==> src/imr_regs.svh <==
// constants for the i2c master restart and transmit sequencer
`ifndef IMR_REGS_SVH
`define IMR_REGS_SVH

// system clock period and the settle time after a restart completes
`define IMR_CLK_PERIOD_NS 25
`define IMR_START_HOLD_NS 1000
`define IMR_START_HOLD_CYC ((`IMR_START_HOLD_NS + `IMR_CLK_PERIOD_NS - 1) / `IMR_CLK_PERIOD_NS)
`define IMR_HOLD_LOAD 8'(`IMR_START_HOLD_CYC)
`define IMR_HOLD_ZERO 8'h00
`define IMR_HOLD_STEP 8'h01

// baud generator
`define IMR_BRG_ZERO 8'h00
`define IMR_BRG_STEP 8'h01

// bit sequencing within one byte: bits 0..7 are data, 8 is the acknowledge slot
`define IMR_BIT_CNT_ZERO 4'h0
`define IMR_BIT_CNT_STEP 4'h1
`define IMR_BIT_CNT_LAST 4'h7
`define IMR_BIT_CNT_ACK 4'h8
`define IMR_SR_MSB 7
`define IMR_BYTE_ZERO 8'h00

// open-drain lines only ever pull low
`define IMR_LINE_LOW 1'b0

`endif

==> src/imr_pkg.sv <==
// types shared by the i2c master restart and transmit sequencer
`default_nettype none
package imr_pkg;

  typedef logic [7:0] imr_byte_t;

  typedef enum logic [9:0] {
    IMR_ST_IDLE        = 10'b00_0000_0001,
    IMR_ST_HOLD        = 10'b00_0000_0010,
    IMR_ST_RS_SCL_LOW  = 10'b00_0000_0100,
    IMR_ST_RS_SDA_HI   = 10'b00_0000_1000,
    IMR_ST_RS_SCL_RISE = 10'b00_0001_0000,
    IMR_ST_RS_BOTH_HI  = 10'b00_0010_0000,
    IMR_ST_RS_SDA_LOW  = 10'b00_0100_0000,
    IMR_ST_TX_LOW      = 10'b00_1000_0000,
    IMR_ST_TX_RISE     = 10'b01_0000_0000,
    IMR_ST_TX_HIGH     = 10'b10_0000_0000
  } imr_state_t;

endpackage : imr_pkg
`default_nettype wire

==> src/imr_baud_gen.sv <==
// baud rate generator: reloadable down counter that marks one baud period
`include "imr_regs.svh"
`default_nettype none
module imr_baud_gen (
  input wire logic sys_clk,
  input wire logic rst,
  input wire logic load,
  input wire imr_pkg::imr_byte_t reload_value,
  input wire logic run,
  output logic expired
);
  import imr_pkg::*;

  imr_byte_t cnt_q;

  always_ff @(posedge sys_clk or posedge rst) begin
    if (rst) begin
      cnt_q <= `IMR_BRG_ZERO;
    end else if (load) begin
      cnt_q <= reload_value;
    end else if (run && (cnt_q != `IMR_BRG_ZERO)) begin
      cnt_q <= cnt_q - `IMR_BRG_STEP;
    end
  end

  // expiry must not depend on load: callers reload on expiry, which would close a loop
  assign expired = run && (cnt_q == `IMR_BRG_ZERO);

endmodule : imr_baud_gen
`default_nettype wire

==> src/imr_i2c_master.sv <==
// i2c master sequencer: repeated start generation and byte transmission with ack capture
//
// Contract
// - a restart begins only when requested while the sequencer is idle
// - a restart request made while any other event runs is ignored
// - restart pulls scl low, then on scl low loads baud and releases sda
// - after that period with sda high, release scl; on scl high reload baud
// - then drive sda low one baud period with scl high, then pull scl low
// - restart end clears the request, no baud reload, sda stays low
// - start-seen flag sets as soon as a start appears on the lines
// - port event flag for a restart waits for the baud timeout
// - collision if sda is low when scl rises during a restart
// - collision if scl falls before sda is driven low during a restart
// - buffer write sets buffer-full and starts the baud generator
// - each bit goes onto sda after scl falls; scl low one baud period
// - released scl is held high one baud period with sda stable
// - address byte is seven address bits then read/write, msb first
// - at the eighth falling edge clear buffer-full and release sda
// - ack status clears on low acknowledge and sets on no acknowledge
// - after the ninth clock set port event, suspend baud, hold scl low
// - a write while busy sets write collision and leaves the buffer unchanged
// - after a start completes, wait the start time before further operations
// - software ends with stop or restart; event flag raised on completion
// - every baud reload takes the low eight bits of the reload value
// - baud generator pauses after scl release until scl is sampled high
`include "imr_regs.svh"
`default_nettype none
module imr_i2c_master (
  input wire logic sys_clk,
  input wire logic rst,
  input wire imr_pkg::imr_byte_t baud_reload_value,
  input wire logic restart_request_set,
  output logic restart_request,
  input wire logic buf_wr,
  input wire imr_pkg::imr_byte_t buf_wr_data,
  output imr_pkg::imr_byte_t transfer_buffer,
  output logic buffer_full_flag,
  output logic write_collision_flag,
  input wire logic write_collision_clr,
  output logic ack_status_flag,
  output logic port_event_flag,
  input wire logic port_event_clr,
  output logic start_seen_flag,
  input wire logic start_seen_clr,
  output logic bus_collision_flag,
  input wire logic bus_collision_clr,
  output logic busy,
  input wire logic scl_i,
  output logic scl_o,
  output logic scl_oe,
  input wire logic sda_i,
  output logic sda_o,
  output logic sda_oe
);
  import imr_pkg::*;

  // an open-drain line is pulled low for a zero and released for a one
  function automatic logic pull_for(input logic level);
    pull_for = !level;
  endfunction : pull_for

  imr_state_t state_q;
  imr_byte_t bit_shift_register_q;
  imr_byte_t transfer_buffer_q;
  imr_byte_t hold_q;
  logic [3:0] bit_cnt_q;
  logic scl_oe_q;
  logic sda_oe_q;
  logic restart_request_q;
  logic buffer_full_q;
  logic write_collision_q;
  logic ack_status_q;
  logic port_event_q;
  logic start_seen_q;
  logic bus_collision_q;

  logic is_idle;
  logic rs_accept;
  logic wr_accept;
  logic brg_load;
  logic brg_run;
  logic brg_exp;
  logic rs_done;
  logic rs_abort;
  logic byte_done;
  logic ack_sample;
  logic bf_clear;
  logic start_pulse;

  imr_baud_gen u_baud (
    .sys_clk(sys_clk),
    .rst(rst),
    .load(brg_load),
    .reload_value(baud_reload_value),
    .run(brg_run),
    .expired(brg_exp)
  );

  imr_start_det u_start (
    .sys_clk(sys_clk),
    .rst(rst),
    .scl_i(scl_i),
    .sda_i(sda_i),
    .start_pulse(start_pulse)
  );

  assign is_idle = (state_q == IMR_ST_IDLE);
  // a restart and a buffer write in the same cycle: the restart wins, the write collides
  assign rs_accept = restart_request_set && is_idle;
  assign wr_accept = buf_wr && is_idle && !restart_request_set;

  always_comb begin
    brg_load = 1'b0;
    brg_run = 1'b0;
    rs_done = 1'b0;
    rs_abort = 1'b0;
    byte_done = 1'b0;
    ack_sample = 1'b0;
    bf_clear = 1'b0;
    case (state_q)
      IMR_ST_IDLE: begin
        brg_load = wr_accept;
      end
      IMR_ST_RS_SCL_LOW: begin
        brg_load = !scl_i;
      end
      IMR_ST_RS_SDA_HI: begin
        brg_run = 1'b1;
      end
      IMR_ST_RS_SCL_RISE: begin
        // counting stays paused while a slave stretches the clock
        brg_load = scl_i && sda_i;
        rs_abort = scl_i && !sda_i;
      end
      IMR_ST_RS_BOTH_HI: begin
        brg_run = 1'b1;
        rs_abort = !scl_i;
        brg_load = scl_i && brg_exp;
      end
      IMR_ST_RS_SDA_LOW: begin
        brg_run = 1'b1;
        rs_done = brg_exp;
      end
      IMR_ST_TX_LOW: begin
        brg_run = 1'b1;
      end
      IMR_ST_TX_RISE: begin
        brg_load = scl_i;
        ack_sample = scl_i && (bit_cnt_q == `IMR_BIT_CNT_ACK);
      end
      IMR_ST_TX_HIGH: begin
        brg_run = 1'b1;
        brg_load = brg_exp && (bit_cnt_q != `IMR_BIT_CNT_ACK);
        byte_done = brg_exp && (bit_cnt_q == `IMR_BIT_CNT_ACK);
        bf_clear = brg_exp && (bit_cnt_q == `IMR_BIT_CNT_LAST);
      end
      default: begin
        brg_run = 1'b0;
      end
    endcase
  end

  // sequencer: state, line pulls, shift register and bit count
  always_ff @(posedge sys_clk or posedge rst) begin
    if (rst) begin
      state_q <= IMR_ST_IDLE;
      scl_oe_q <= 1'b0;
      sda_oe_q <= 1'b0;
      bit_shift_register_q <= `IMR_BYTE_ZERO;
      bit_cnt_q <= `IMR_BIT_CNT_ZERO;
      hold_q <= `IMR_HOLD_ZERO;
    end else begin
      case (state_q)
        IMR_ST_IDLE: begin
          if (rs_accept) begin
            scl_oe_q <= 1'b1;
            state_q <= IMR_ST_RS_SCL_LOW;
          end else if (wr_accept) begin
            // scl is pulled low here, so the first bit goes out at once
            bit_shift_register_q <= buf_wr_data;
            bit_cnt_q <= `IMR_BIT_CNT_ZERO;
            scl_oe_q <= 1'b1;
            sda_oe_q <= pull_for(buf_wr_data[`IMR_SR_MSB]);
            state_q <= IMR_ST_TX_LOW;
          end
        end
        IMR_ST_HOLD: begin
          if (hold_q == `IMR_HOLD_ZERO) begin
            state_q <= IMR_ST_IDLE;
          end else begin
            hold_q <= hold_q - `IMR_HOLD_STEP;
          end
        end
        IMR_ST_RS_SCL_LOW: begin
          if (!scl_i) begin
            sda_oe_q <= 1'b0;
            state_q <= IMR_ST_RS_SDA_HI;
          end
        end
        IMR_ST_RS_SDA_HI: begin
          // a low sda keeps scl held; no collision is defined at this point
          if (brg_exp && sda_i) begin
            scl_oe_q <= 1'b0;
            state_q <= IMR_ST_RS_SCL_RISE;
          end
        end
        IMR_ST_RS_SCL_RISE: begin
          if (rs_abort) begin
            scl_oe_q <= 1'b0;
            sda_oe_q <= 1'b0;
            state_q <= IMR_ST_IDLE;
          end else if (scl_i) begin
            state_q <= IMR_ST_RS_BOTH_HI;
          end
        end
        IMR_ST_RS_BOTH_HI: begin
          if (rs_abort) begin
            scl_oe_q <= 1'b0;
            sda_oe_q <= 1'b0;
            state_q <= IMR_ST_IDLE;
          end else if (brg_exp) begin
            sda_oe_q <= 1'b1;
            state_q <= IMR_ST_RS_SDA_LOW;
          end
        end
        IMR_ST_RS_SDA_LOW: begin
          if (brg_exp) begin
            scl_oe_q <= 1'b1;
            hold_q <= `IMR_HOLD_LOAD;
            state_q <= IMR_ST_HOLD;
          end
        end
        IMR_ST_TX_LOW: begin
          if (brg_exp) begin
            scl_oe_q <= 1'b0;
            state_q <= IMR_ST_TX_RISE;
          end
        end
        IMR_ST_TX_RISE: begin
          if (scl_i) begin
            state_q <= IMR_ST_TX_HIGH;
          end
        end
        IMR_ST_TX_HIGH: begin
          if (brg_exp) begin
            scl_oe_q <= 1'b1;
            if (bit_cnt_q == `IMR_BIT_CNT_ACK) begin
              state_q <= IMR_ST_IDLE;
            end else if (bit_cnt_q == `IMR_BIT_CNT_LAST) begin
              sda_oe_q <= 1'b0;
              bit_cnt_q <= bit_cnt_q + `IMR_BIT_CNT_STEP;
              state_q <= IMR_ST_TX_LOW;
            end else begin
              bit_shift_register_q <= {bit_shift_register_q[`IMR_SR_MSB - 1:0], 1'b0};
              sda_oe_q <= pull_for(bit_shift_register_q[`IMR_SR_MSB - 1]);
              bit_cnt_q <= bit_cnt_q + `IMR_BIT_CNT_STEP;
              state_q <= IMR_ST_TX_LOW;
            end
          end
        end
        default: begin
          state_q <= IMR_ST_IDLE;
        end
      endcase
    end
  end

  // restart request bit: only taken while idle, cleared by hardware at the end or on a bus collision
  always_ff @(posedge sys_clk or posedge rst) begin
    if (rst) begin
      restart_request_q <= 1'b0;
    end else if (rs_accept) begin
      restart_request_q <= 1'b1;
    end else if (rs_done || rs_abort) begin
      restart_request_q <= 1'b0;
    end
  end

  // transfer buffer keeps its old contents on a refused write
  always_ff @(posedge sys_clk or posedge rst) begin
    if (rst) begin
      transfer_buffer_q <= `IMR_BYTE_ZERO;
    end else if (wr_accept) begin
      transfer_buffer_q <= buf_wr_data;
    end
  end

  always_ff @(posedge sys_clk or posedge rst) begin
    if (rst) begin
      buffer_full_q <= 1'b0;
    end else if (wr_accept) begin
      buffer_full_q <= 1'b1;
    end else if (bf_clear) begin
      buffer_full_q <= 1'b0;
    end
  end

  // set wins over a software clear in the same cycle
  always_ff @(posedge sys_clk or posedge rst) begin
    if (rst) begin
      write_collision_q <= 1'b0;
    end else if (buf_wr && !wr_accept) begin
      write_collision_q <= 1'b1;
    end else if (write_collision_clr) begin
      write_collision_q <= 1'b0;
    end
  end

  always_ff @(posedge sys_clk or posedge rst) begin
    if (rst) begin
      ack_status_q <= 1'b0;
    end else if (ack_sample) begin
      ack_status_q <= sda_i;
    end
  end

  always_ff @(posedge sys_clk or posedge rst) begin
    if (rst) begin
      port_event_q <= 1'b0;
    end else if (rs_done || byte_done) begin
      port_event_q <= 1'b1;
    end else if (port_event_clr) begin
      port_event_q <= 1'b0;
    end
  end

  always_ff @(posedge sys_clk or posedge rst) begin
    if (rst) begin
      start_seen_q <= 1'b0;
    end else if (start_pulse) begin
      start_seen_q <= 1'b1;
    end else if (start_seen_clr) begin
      start_seen_q <= 1'b0;
    end
  end

  always_ff @(posedge sys_clk or posedge rst) begin
    if (rst) begin
      bus_collision_q <= 1'b0;
    end else if (rs_abort) begin
      bus_collision_q <= 1'b1;
    end else if (bus_collision_clr) begin
      bus_collision_q <= 1'b0;
    end
  end

  assign restart_request = restart_request_q;
  assign transfer_buffer = transfer_buffer_q;
  assign buffer_full_flag = buffer_full_q;
  assign write_collision_flag = write_collision_q;
  assign ack_status_flag = ack_status_q;
  assign port_event_flag = port_event_q;
  assign start_seen_flag = start_seen_q;
  assign bus_collision_flag = bus_collision_q;
  assign busy = !is_idle;
  // pads only ever pull low; a released line floats high on the pull-up
  assign scl_o = `IMR_LINE_LOW;
  assign sda_o = `IMR_LINE_LOW;
  assign scl_oe = scl_oe_q;
  assign sda_oe = sda_oe_q;

endmodule : imr_i2c_master
`default_nettype wire

==> src/imr_start_det.sv <==
// start condition detector: sda falling while scl is high
`include "imr_regs.svh"
`default_nettype none
module imr_start_det (
  input wire logic sys_clk,
  input wire logic rst,
  input wire logic scl_i,
  input wire logic sda_i,
  output logic start_pulse
);
  import imr_pkg::*;

  logic sda_prev_q;

  always_ff @(posedge sys_clk or posedge rst) begin
    if (rst) begin
      sda_prev_q <= 1'b1;
    end else begin
      sda_prev_q <= sda_i;
    end
  end

  assign start_pulse = scl_i && sda_prev_q && !sda_i;

endmodule : imr_start_det
`default_nettype wire

==> config.mk <==
export PLATFORM = sky130hd
export DESIGN_NAME = imr_i2c_master
export DESIGN_NICKNAME = d
export VERILOG_FILES = /design/src/imr_pkg.sv /design/src/imr_baud_gen.sv /design/src/imr_i2c_master.sv /design/src/imr_start_det.sv
export VERILOG_INCLUDE_DIRS = /design/src
export SDC_FILE = /design/constraint.sdc
export NUM_CORES = 1
export LEC_CHECK = 0
export ABC_AREA = 1
export BUFFER_PORTS_ARGS = -buffer_cell sky130_fd_sc_hd__buf_2
export CAP_MARGIN = 20
export CELL_PAD_IN_SITES_DETAIL_PLACEMENT = 0
export CELL_PAD_IN_SITES_GLOBAL_PLACEMENT = 1
export CORE_AREA = 2 2 90 92
export DETAILED_ROUTE_END_ITERATION = 7
export DIE_AREA = 0 0 92 94
export GPL_ROUTABILITY_DRIVEN = 0
export PLACE_DENSITY = 0.92
export SLEW_MARGIN = 5
export SYNTH_ARGS = -nofsm -noshare
export SYNTH_HDL_FRONTEND = slang
export SYNTH_HIERARCHICAL = 1
export SYNTH_SLANG_ARGS = --single-unit
export TNS_END_PERCENT = 30
==> constraint.sdc <==
create_clock -name sys_clk -period 4.7 [get_ports sys_clk]
set_clock_uncertainty 0.1 [all_clocks]
set_input_delay 0.235 -clock sys_clk [delete_from_list [all_inputs] [get_ports sys_clk]]
set_output_delay 0.235 -clock sys_clk [all_outputs]
set_load 0.01 [all_outputs]
== Word-level counts from Yosys, hierarchy flattened ==
Index checks and enable logic that the tools add are counted.

* Register bits after elaboration: 55
* Output and inout bits: 20

* Multiplexer cells: 65
* Reduce and logical (&&, ||, !) cells: 48
* Add/sub/neg operators: 3
* Eq/ne operators: 31

{| class="wikitable"
|+ Operators with widths
! cell !! number
|-
| 10-bit two-way mux || 13
|-
| 10-bit one-hot mux with 10 select lines || 1
|-
| 8-bit two-way mux || 5
|-
| 7-bit two-way mux || 5
|-
| 1-bit two-way mux || 30
|-
| 2-bit inequality test, second input constant || 12
|-
| 2-bit nonzero test || 9
|-
| 1-bit logical AND || 16
|-
| 8-bit logical NOT || 2
|-
| 4-bit two-way mux || 4
|-
| 8-bit one-hot mux with 2 select lines || 1
|-
| 8-bit by 1-bit subtractor with 8-bit output, second input constant || 2
|-
| 7-bit one-hot mux with 2 select lines || 1
|-
| 6-bit AND reduction || 2
|-
| 10-bit by 1-bit == test with 1-bit output, second input constant || 1
|-
| 10-bit == test, second input constant || 1
|-
| 10-bit by 2-bit == test with 1-bit output, second input constant || 1
|-
| 10-bit by 3-bit == test with 1-bit output, second input constant || 1
|-
| 10-bit by 4-bit == test with 1-bit output, second input constant || 1
|-
| 10-bit by 5-bit == test with 1-bit output, second input constant || 1
|-
| 10-bit by 6-bit == test with 1-bit output, second input constant || 1
|-
| 10-bit by 7-bit == test with 1-bit output, second input constant || 1
|-
| 10-bit by 8-bit == test with 1-bit output, second input constant || 1
|-
| 10-bit by 9-bit == test with 1-bit output, second input constant || 1
|-
| other kinds (21) || 34
|}

== Depth between registers and ports, before layout ==
* Depth after elaboration: 8
* Mapped depth: 19
* Gate-level depth less buffers: 19

== Hierarchy ==
Netlist, hierarchy kept.

{| class="wikitable"
|+ Modules (own cells, without submodules)
! module !! sequential area each (µm²) !! instances !! area each (µm²) !! cells an instance
|-
| imr_i2c_master || 1152.4 || 1 || 2773.9 || 379
|-
| imr_baud_gen || 200.2 || 1 || 569.3 || 86
|-
| imr_start_det || 26.3 || 1 || 40.0 || 4
|}

== Worst setup path before layout ==
OpenSTA, ideal clock, no wires.

* Path kind: reg2reg
* Start point: register state_q[4]
* End point: register state_q[7]
* Slack: 2.119 ns
* Cell stages (with the launch flop): 17
* Path buffers: 0
* Setup time: 0.118 ns
* Arrival time: 2.362 ns
* Cell sequence: dfrtp_1 nor2_4 nand2_4 nor2_4 nand2_2 nand2_1 nor2_1 nand2_1 inv_1 nor3_1 inv_1 nand4_1 nand2_1 nor2_1 nand4_2 nand2_1 nand2_1

* Word-level cells in the longest chain between the ends: 7

{| class="wikitable"
|+ Ends and longest elaborated chain
! element !! RTL line !! RTL
|-
| from (decl) || imr_i2c_master.sv:62 || <nowiki>imr_state_t state_q;</nowiki>
|-
| from (signal assigned) || imr_i2c_master.sv:166 || <nowiki>state_q <= IMR_ST_IDLE;</nowiki>
|-
| from (signal assigned) || imr_i2c_master.sv:177 || <nowiki>state_q <= IMR_ST_RS_SCL_LOW;</nowiki>
|-
| from (signal assigned) || imr_i2c_master.sv:184 || <nowiki>state_q <= IMR_ST_TX_LOW;</nowiki>
|-
| 10-bit == test (tied with other cells) || imr_i2c_master.sv:120 || <nowiki>case (state_q)</nowiki>
|-
| 5-bit OR reduction (no source line) (*) || - ||
|-
| 1-bit two-way mux (*) || imr_i2c_master.sv:120 ||
|-
| via brg_run || imr_i2c_master.sv:81 || <nowiki>logic brg_run;</nowiki>
|-
| 1-bit logical AND (*) || imr_baud_gen.sv:27 || <nowiki>assign expired = run && (cnt_q == `IMR_BRG_ZERO);</nowiki>
|-
| via brg_exp || imr_i2c_master.sv:82 || <nowiki>logic brg_exp;</nowiki>
|-
| 1-bit logical AND || imr_i2c_master.sv:202 || <nowiki>if (brg_exp && sda_i) begin</nowiki>
|-
| 2-bit inequality test (no source line) || - ||
|-
| 10-bit AND reduction (no source line) (*) || - ||
|}

The timed path passes the listed nets; every way through them passes the cells marked *.
A chain may end at the register's enable or synchronous reset.

== Final worst setup path ==
* Start point: register state_q[3]
* End point: register u_baud.cnt_q[6]

* Word-level cells in the longest chain between the ends: 7

{| class="wikitable"
|+ Ends and longest elaborated chain
! element !! RTL line !! RTL
|-
| 10-bit == test (tied with other cells) || imr_i2c_master.sv:120 ||
|-
| 5-bit OR reduction (no source line) (*) || - ||
|-
| 1-bit two-way mux (*) || imr_i2c_master.sv:120 ||
|-
| via brg_run || imr_i2c_master.sv:81 ||
|-
| 1-bit logical AND (*) || imr_baud_gen.sv:27 ||
|-
| via brg_exp || imr_i2c_master.sv:82 ||
|-
| 1-bit logical AND (on tied branches) || imr_i2c_master.sv:153, imr_i2c_master.sv:138 ||
|-
| 1-bit one-hot mux with 6 select lines (*) || imr_i2c_master.sv:120 ||
|-
| via brg_load || imr_i2c_master.sv:80 || <nowiki>logic brg_load;</nowiki>
|-
| 8-bit two-way mux / 2-bit nonzero test (equally long branches) || - ||
|-
| to (signal assigned) || imr_baud_gen.sv:18 || <nowiki>cnt_q <= `IMR_BRG_ZERO;</nowiki>
|-
| to (signal assigned) || imr_baud_gen.sv:20 || <nowiki>cnt_q <= reload_value;</nowiki>
|-
| to (signal assigned) || imr_baud_gen.sv:22 || <nowiki>cnt_q <= cnt_q - `IMR_BRG_STEP;</nowiki>
|-
| to (decl) || imr_baud_gen.sv:14 || <nowiki>imr_byte_t cnt_q;</nowiki>
|}

Marked as above.

==> results.md <==
- Worst VDD drop: 0.0002911 V
- Clock Tree Buf Depth: 2
- Area of the die: 8648 µm²
- Synth Register Bits: 55
- Leakage: 0.002058 µW
- Initial antenna violation count: 0
- Layout area overhead: 13.20%
- Non-filler instance count after layout: 620
- Layout Nets: 548
- MaxCap Viol Count: 0
- DIE HEIGHT: 94 µm
- Worst-path maximum fanout: 17
- Area share of the largest cell type after synthesis: 39.20%
- Fin. max-slew vios: 0
- WL per Instance: 12.97 µm
- Initial Util: 44.47%
- Slew of the pin with the lowest slew margin: 0.5406 ns
- Worst Path Required: 4.82 ns
- Multiplexer share of the synthesized area: 0.5917%
- H-tree depth: 2
- WP buf/inv: 2
- Status: finished, final reports clean
- Hold Path End: bus_collision_flag$_DFFE_PP0P_
- Reg2Reg Setup Slack: 1.28 ns
- Final antenna-violating net count: 0
- Xor and xnor area share after synthesis: 1.036%
- Top delay family on crit path: simple AND/OR/NAND/NOR gates
- Min-Delay Path Class: in -> reg
- Average instance area after synthesis: 7.214 µm²
- Core Rows: 32
- First-pass GRT wire length: 13520 µm
- Max stage delay on crit path: 0.46 ns
- Most common cell on crit path: nand2_1
- Total CTS buffers: 5
- Largest net degree at the start of global routing: 47
- Vias in the first global route: 2883
- CP max-delay cell: dfrtp_1
- Ys flop type: dfrtp_1
- Async S/R FF share, synth: 100.0%
- Fmax: 292.1 MHz
- Layout cells sized above 1: 16.41%
- CTS tree: done
- CP cell instances: nor2_4 -> nand2_4 -> nor2_4 -> nand2_2 -> nand2_1 -> nor2_1 -> nand2_1 -> inv_1 -> nor3_1 -> o211ai_1 -> nand4_1 -> clkinv_1 -> or2_0 -> nand3_1 -> nand2_1
- Number of DRC markers in iteration 0: 156
- Post-layout util: 50.35%
- Antenna cells: 0
- Startpoint Class: flip-flop
- Synth Area in Compound Gates: 8.913%
- GRT Residual Overflow: 0
- Worst hold path depth: 2
- Resize count post-CTS: 0
- Fin worst setup slack: 1.276 ns
- Final hold vios: 0
- WP data arrival: 3.54 ns
- Crit end category: flip-flop
- Die Wd: 92 µm
- Post-DP HPWL: 6211 µm
- FF-to-FF Start: state_q[3]$_DFFE_PP0P_
- Synth area leaders: dfrtp_1 (39%), nand2_1 (15%), inv_1 (8.1%)
- Synth unique cells: 39
- Post-route setup TNS: 0 ns
- Cell count after synthesis: 469
- Synth Area in Simple Gates: 36.21%
- Hold slack: 0.009936 ns
- Dpl ws: 1.270 ns
- CP Launch Point: state_q[3]$_DFFE_PP0P_
- Post CTS Setup Buffer Count: 0
- Clk root buf: clkbuf_8
- Crit Path Class: reg -> reg
- Worst Hold Launch: bus_collision_clr
- Reg2Reg Depth: 15
- Main combinational cell family by area after synthesis: simple AND/OR/NAND/NOR gates
- Post-synth top cells: nand2_1 (132), inv_1 (73), dfrtp_1 (53)
- Post-synthesis sequential area ratio: 40.75%
- Cell Pwr Density: 517.4 nW/µm²
- Synth Cell Area: 3383 µm²
- FF-to-FF End: u_baud/cnt_q[6]$_DFFE_PP0P_
- Final worst-path cycle share: 72.84%
- Synth area leader: dfrtp_1
- Placeable Area: 7607 µm²
- Clock Latency Late Sink: 0.32 ns
- Drt pass-1 iters: 5
- Final setup viols: 0
- Slew HR: 63.68%
- RSZ-0062 raised after global routing: false
- Clock sink total: 55
- Vias after detailed routing: 3084
- Vias per cell: 4.974
- Fin crit period: 3.424 ns
- Yosys warns: 6
- Remaining routing DRC violations: 0
- Most frequent cell after synthesis: nand2_1
- Routed WL: 8044 µm
- Ports: 46
- GRT Util Overall: 19.54%
- Adder-Cell Fraction of Synth Area: 1.849%
- Fill count: 759
- Clock transition at the registers of the reported paths: 0.11 ns
- EDFF count, synth: 0
- Cells after DPL: 607
- PortBufs: 43
[worst reg2reg max path, delay by kind of cell (launching register included)]
kind                   cells  cell delay (ns)
and+or+nand+nor           12             2.17
buffers and inverters      2             0.45
DFF                        1             0.46
AOI/OAI and AO/OA          1             0.15
[placed cells by master, fill, tap and decap left out, types with 3 or more instances in the layout]
cell type      instances
dfrtp_1               53
o21ai_0               27
nand2_2                4
xor2_1                 4
nor2_1                38
inv_1                 72
nand4_1               15
inv_2                  7
clkbuf_8               5
nand2_1              132
ha_1                   5
o21ai_1               13
nor2_4                 8
dlygate4sd3_1          4
nor3_1                 6
a21oi_1                5
buf_2                 43
nand2_4                3
nand3_1               42
[registers in the layout, summed over array words and instances, names as in the netlist]
register	flops
bus_collision_flag	1
transfer_buffer	8
write_collision_flag	1
bit_shift_register_q	7
u_start/sda_prev_q	1
state_q	10
restart_request	1
ack_status_flag	1
bit_cnt_q	4
u_baud/cnt_q	8
port_event_flag	1
hold_q	8
buffer_full_flag	1
scl_oe	1
sda_oe	1
start_seen_flag	1
[metrics by stage]
| stage | instance area, µm² | total power (µW) |
|---|---|---|
| 5_1_grt | 3830 | 2183 |
| 4_1_cts | 3810 | 1991 |
| 2_1_floorplan | 3387 | 1472 |
| 6_report | 3830 | 1981 |
| 3_5_place_dp | 3674 | 1699 |
| 3_3_place_gp | 3674 | 1676 |
[kinds of logic after synthesis]
kind of cell	count (synthesis)
buffers and inverters	88
DFF	55
adders and majority gates	5
muxes	2
and+or+nand+nor	260
other	1
AOI/OAI and AO/OA	54
xor gates and xnor gates	4
[report_power, final]
group | switching, µW | internal [µW] | total (µW)
registers | 97.6 | 615 | 713
logic | 656 | 329 | 985
clock network | 173 | 111 | 284
total | 927 | 1050 | 1980
[worst max-delay path by stage]
stage | end | slack [ns] | cells past startpoint
CTS | u_baud/cnt_q[6]$_DFFE_PP0P_ | 1.25 | 15
global route | u_baud/cnt_q[6]$_DFFE_PP0P_ | 0.79 | 15
detailed placement | u_baud/cnt_q[6]$_DFFE_PP0P_ | 1.27 | 15
finish | u_baud/cnt_q[6]$_DFFE_PP0P_ | 1.28 | 15
global placement | u_baud/cnt_q[6]$_DFFE_PP0P_ | 1.41 | 15
floorplan | state_q[7]$_DFFE_PP0P_ | 2.12 | 16
[layer usage]
metal / up-vias / global-route usage [%] / wire, µm
met2: 104 / 33.27 / 3756
met3: 8 / 3.451 / 451
met1: 1383 / 26.22 / 3763
met4: 0 / 4.229 / 72
li1: 1589 / - / -
met5: - / 0 / 0
[area by class of cell]
type | instances | area (µm²) | area share, %
well taps | 102 | 127.6 | 3.332
clock buffers | 5 | 68.82 | 1.797
clock inverters | 3 | 27.53 | 0.7187
inverters | 80 | 300.3 | 7.841
repair buffers | 48 | 275.3 | 7.187
multi-input cells | 327 | 1652 | 43.12
flip-flops and latches | 55 | 1379 | 36.00
[what timing repair did]
item	CTS	global route
hold endpoints to repair	12	0
hold buffers	4	0
endpoints found under the setup margin	0	0
Note: power is estimated with default switching activity, not from simulation.
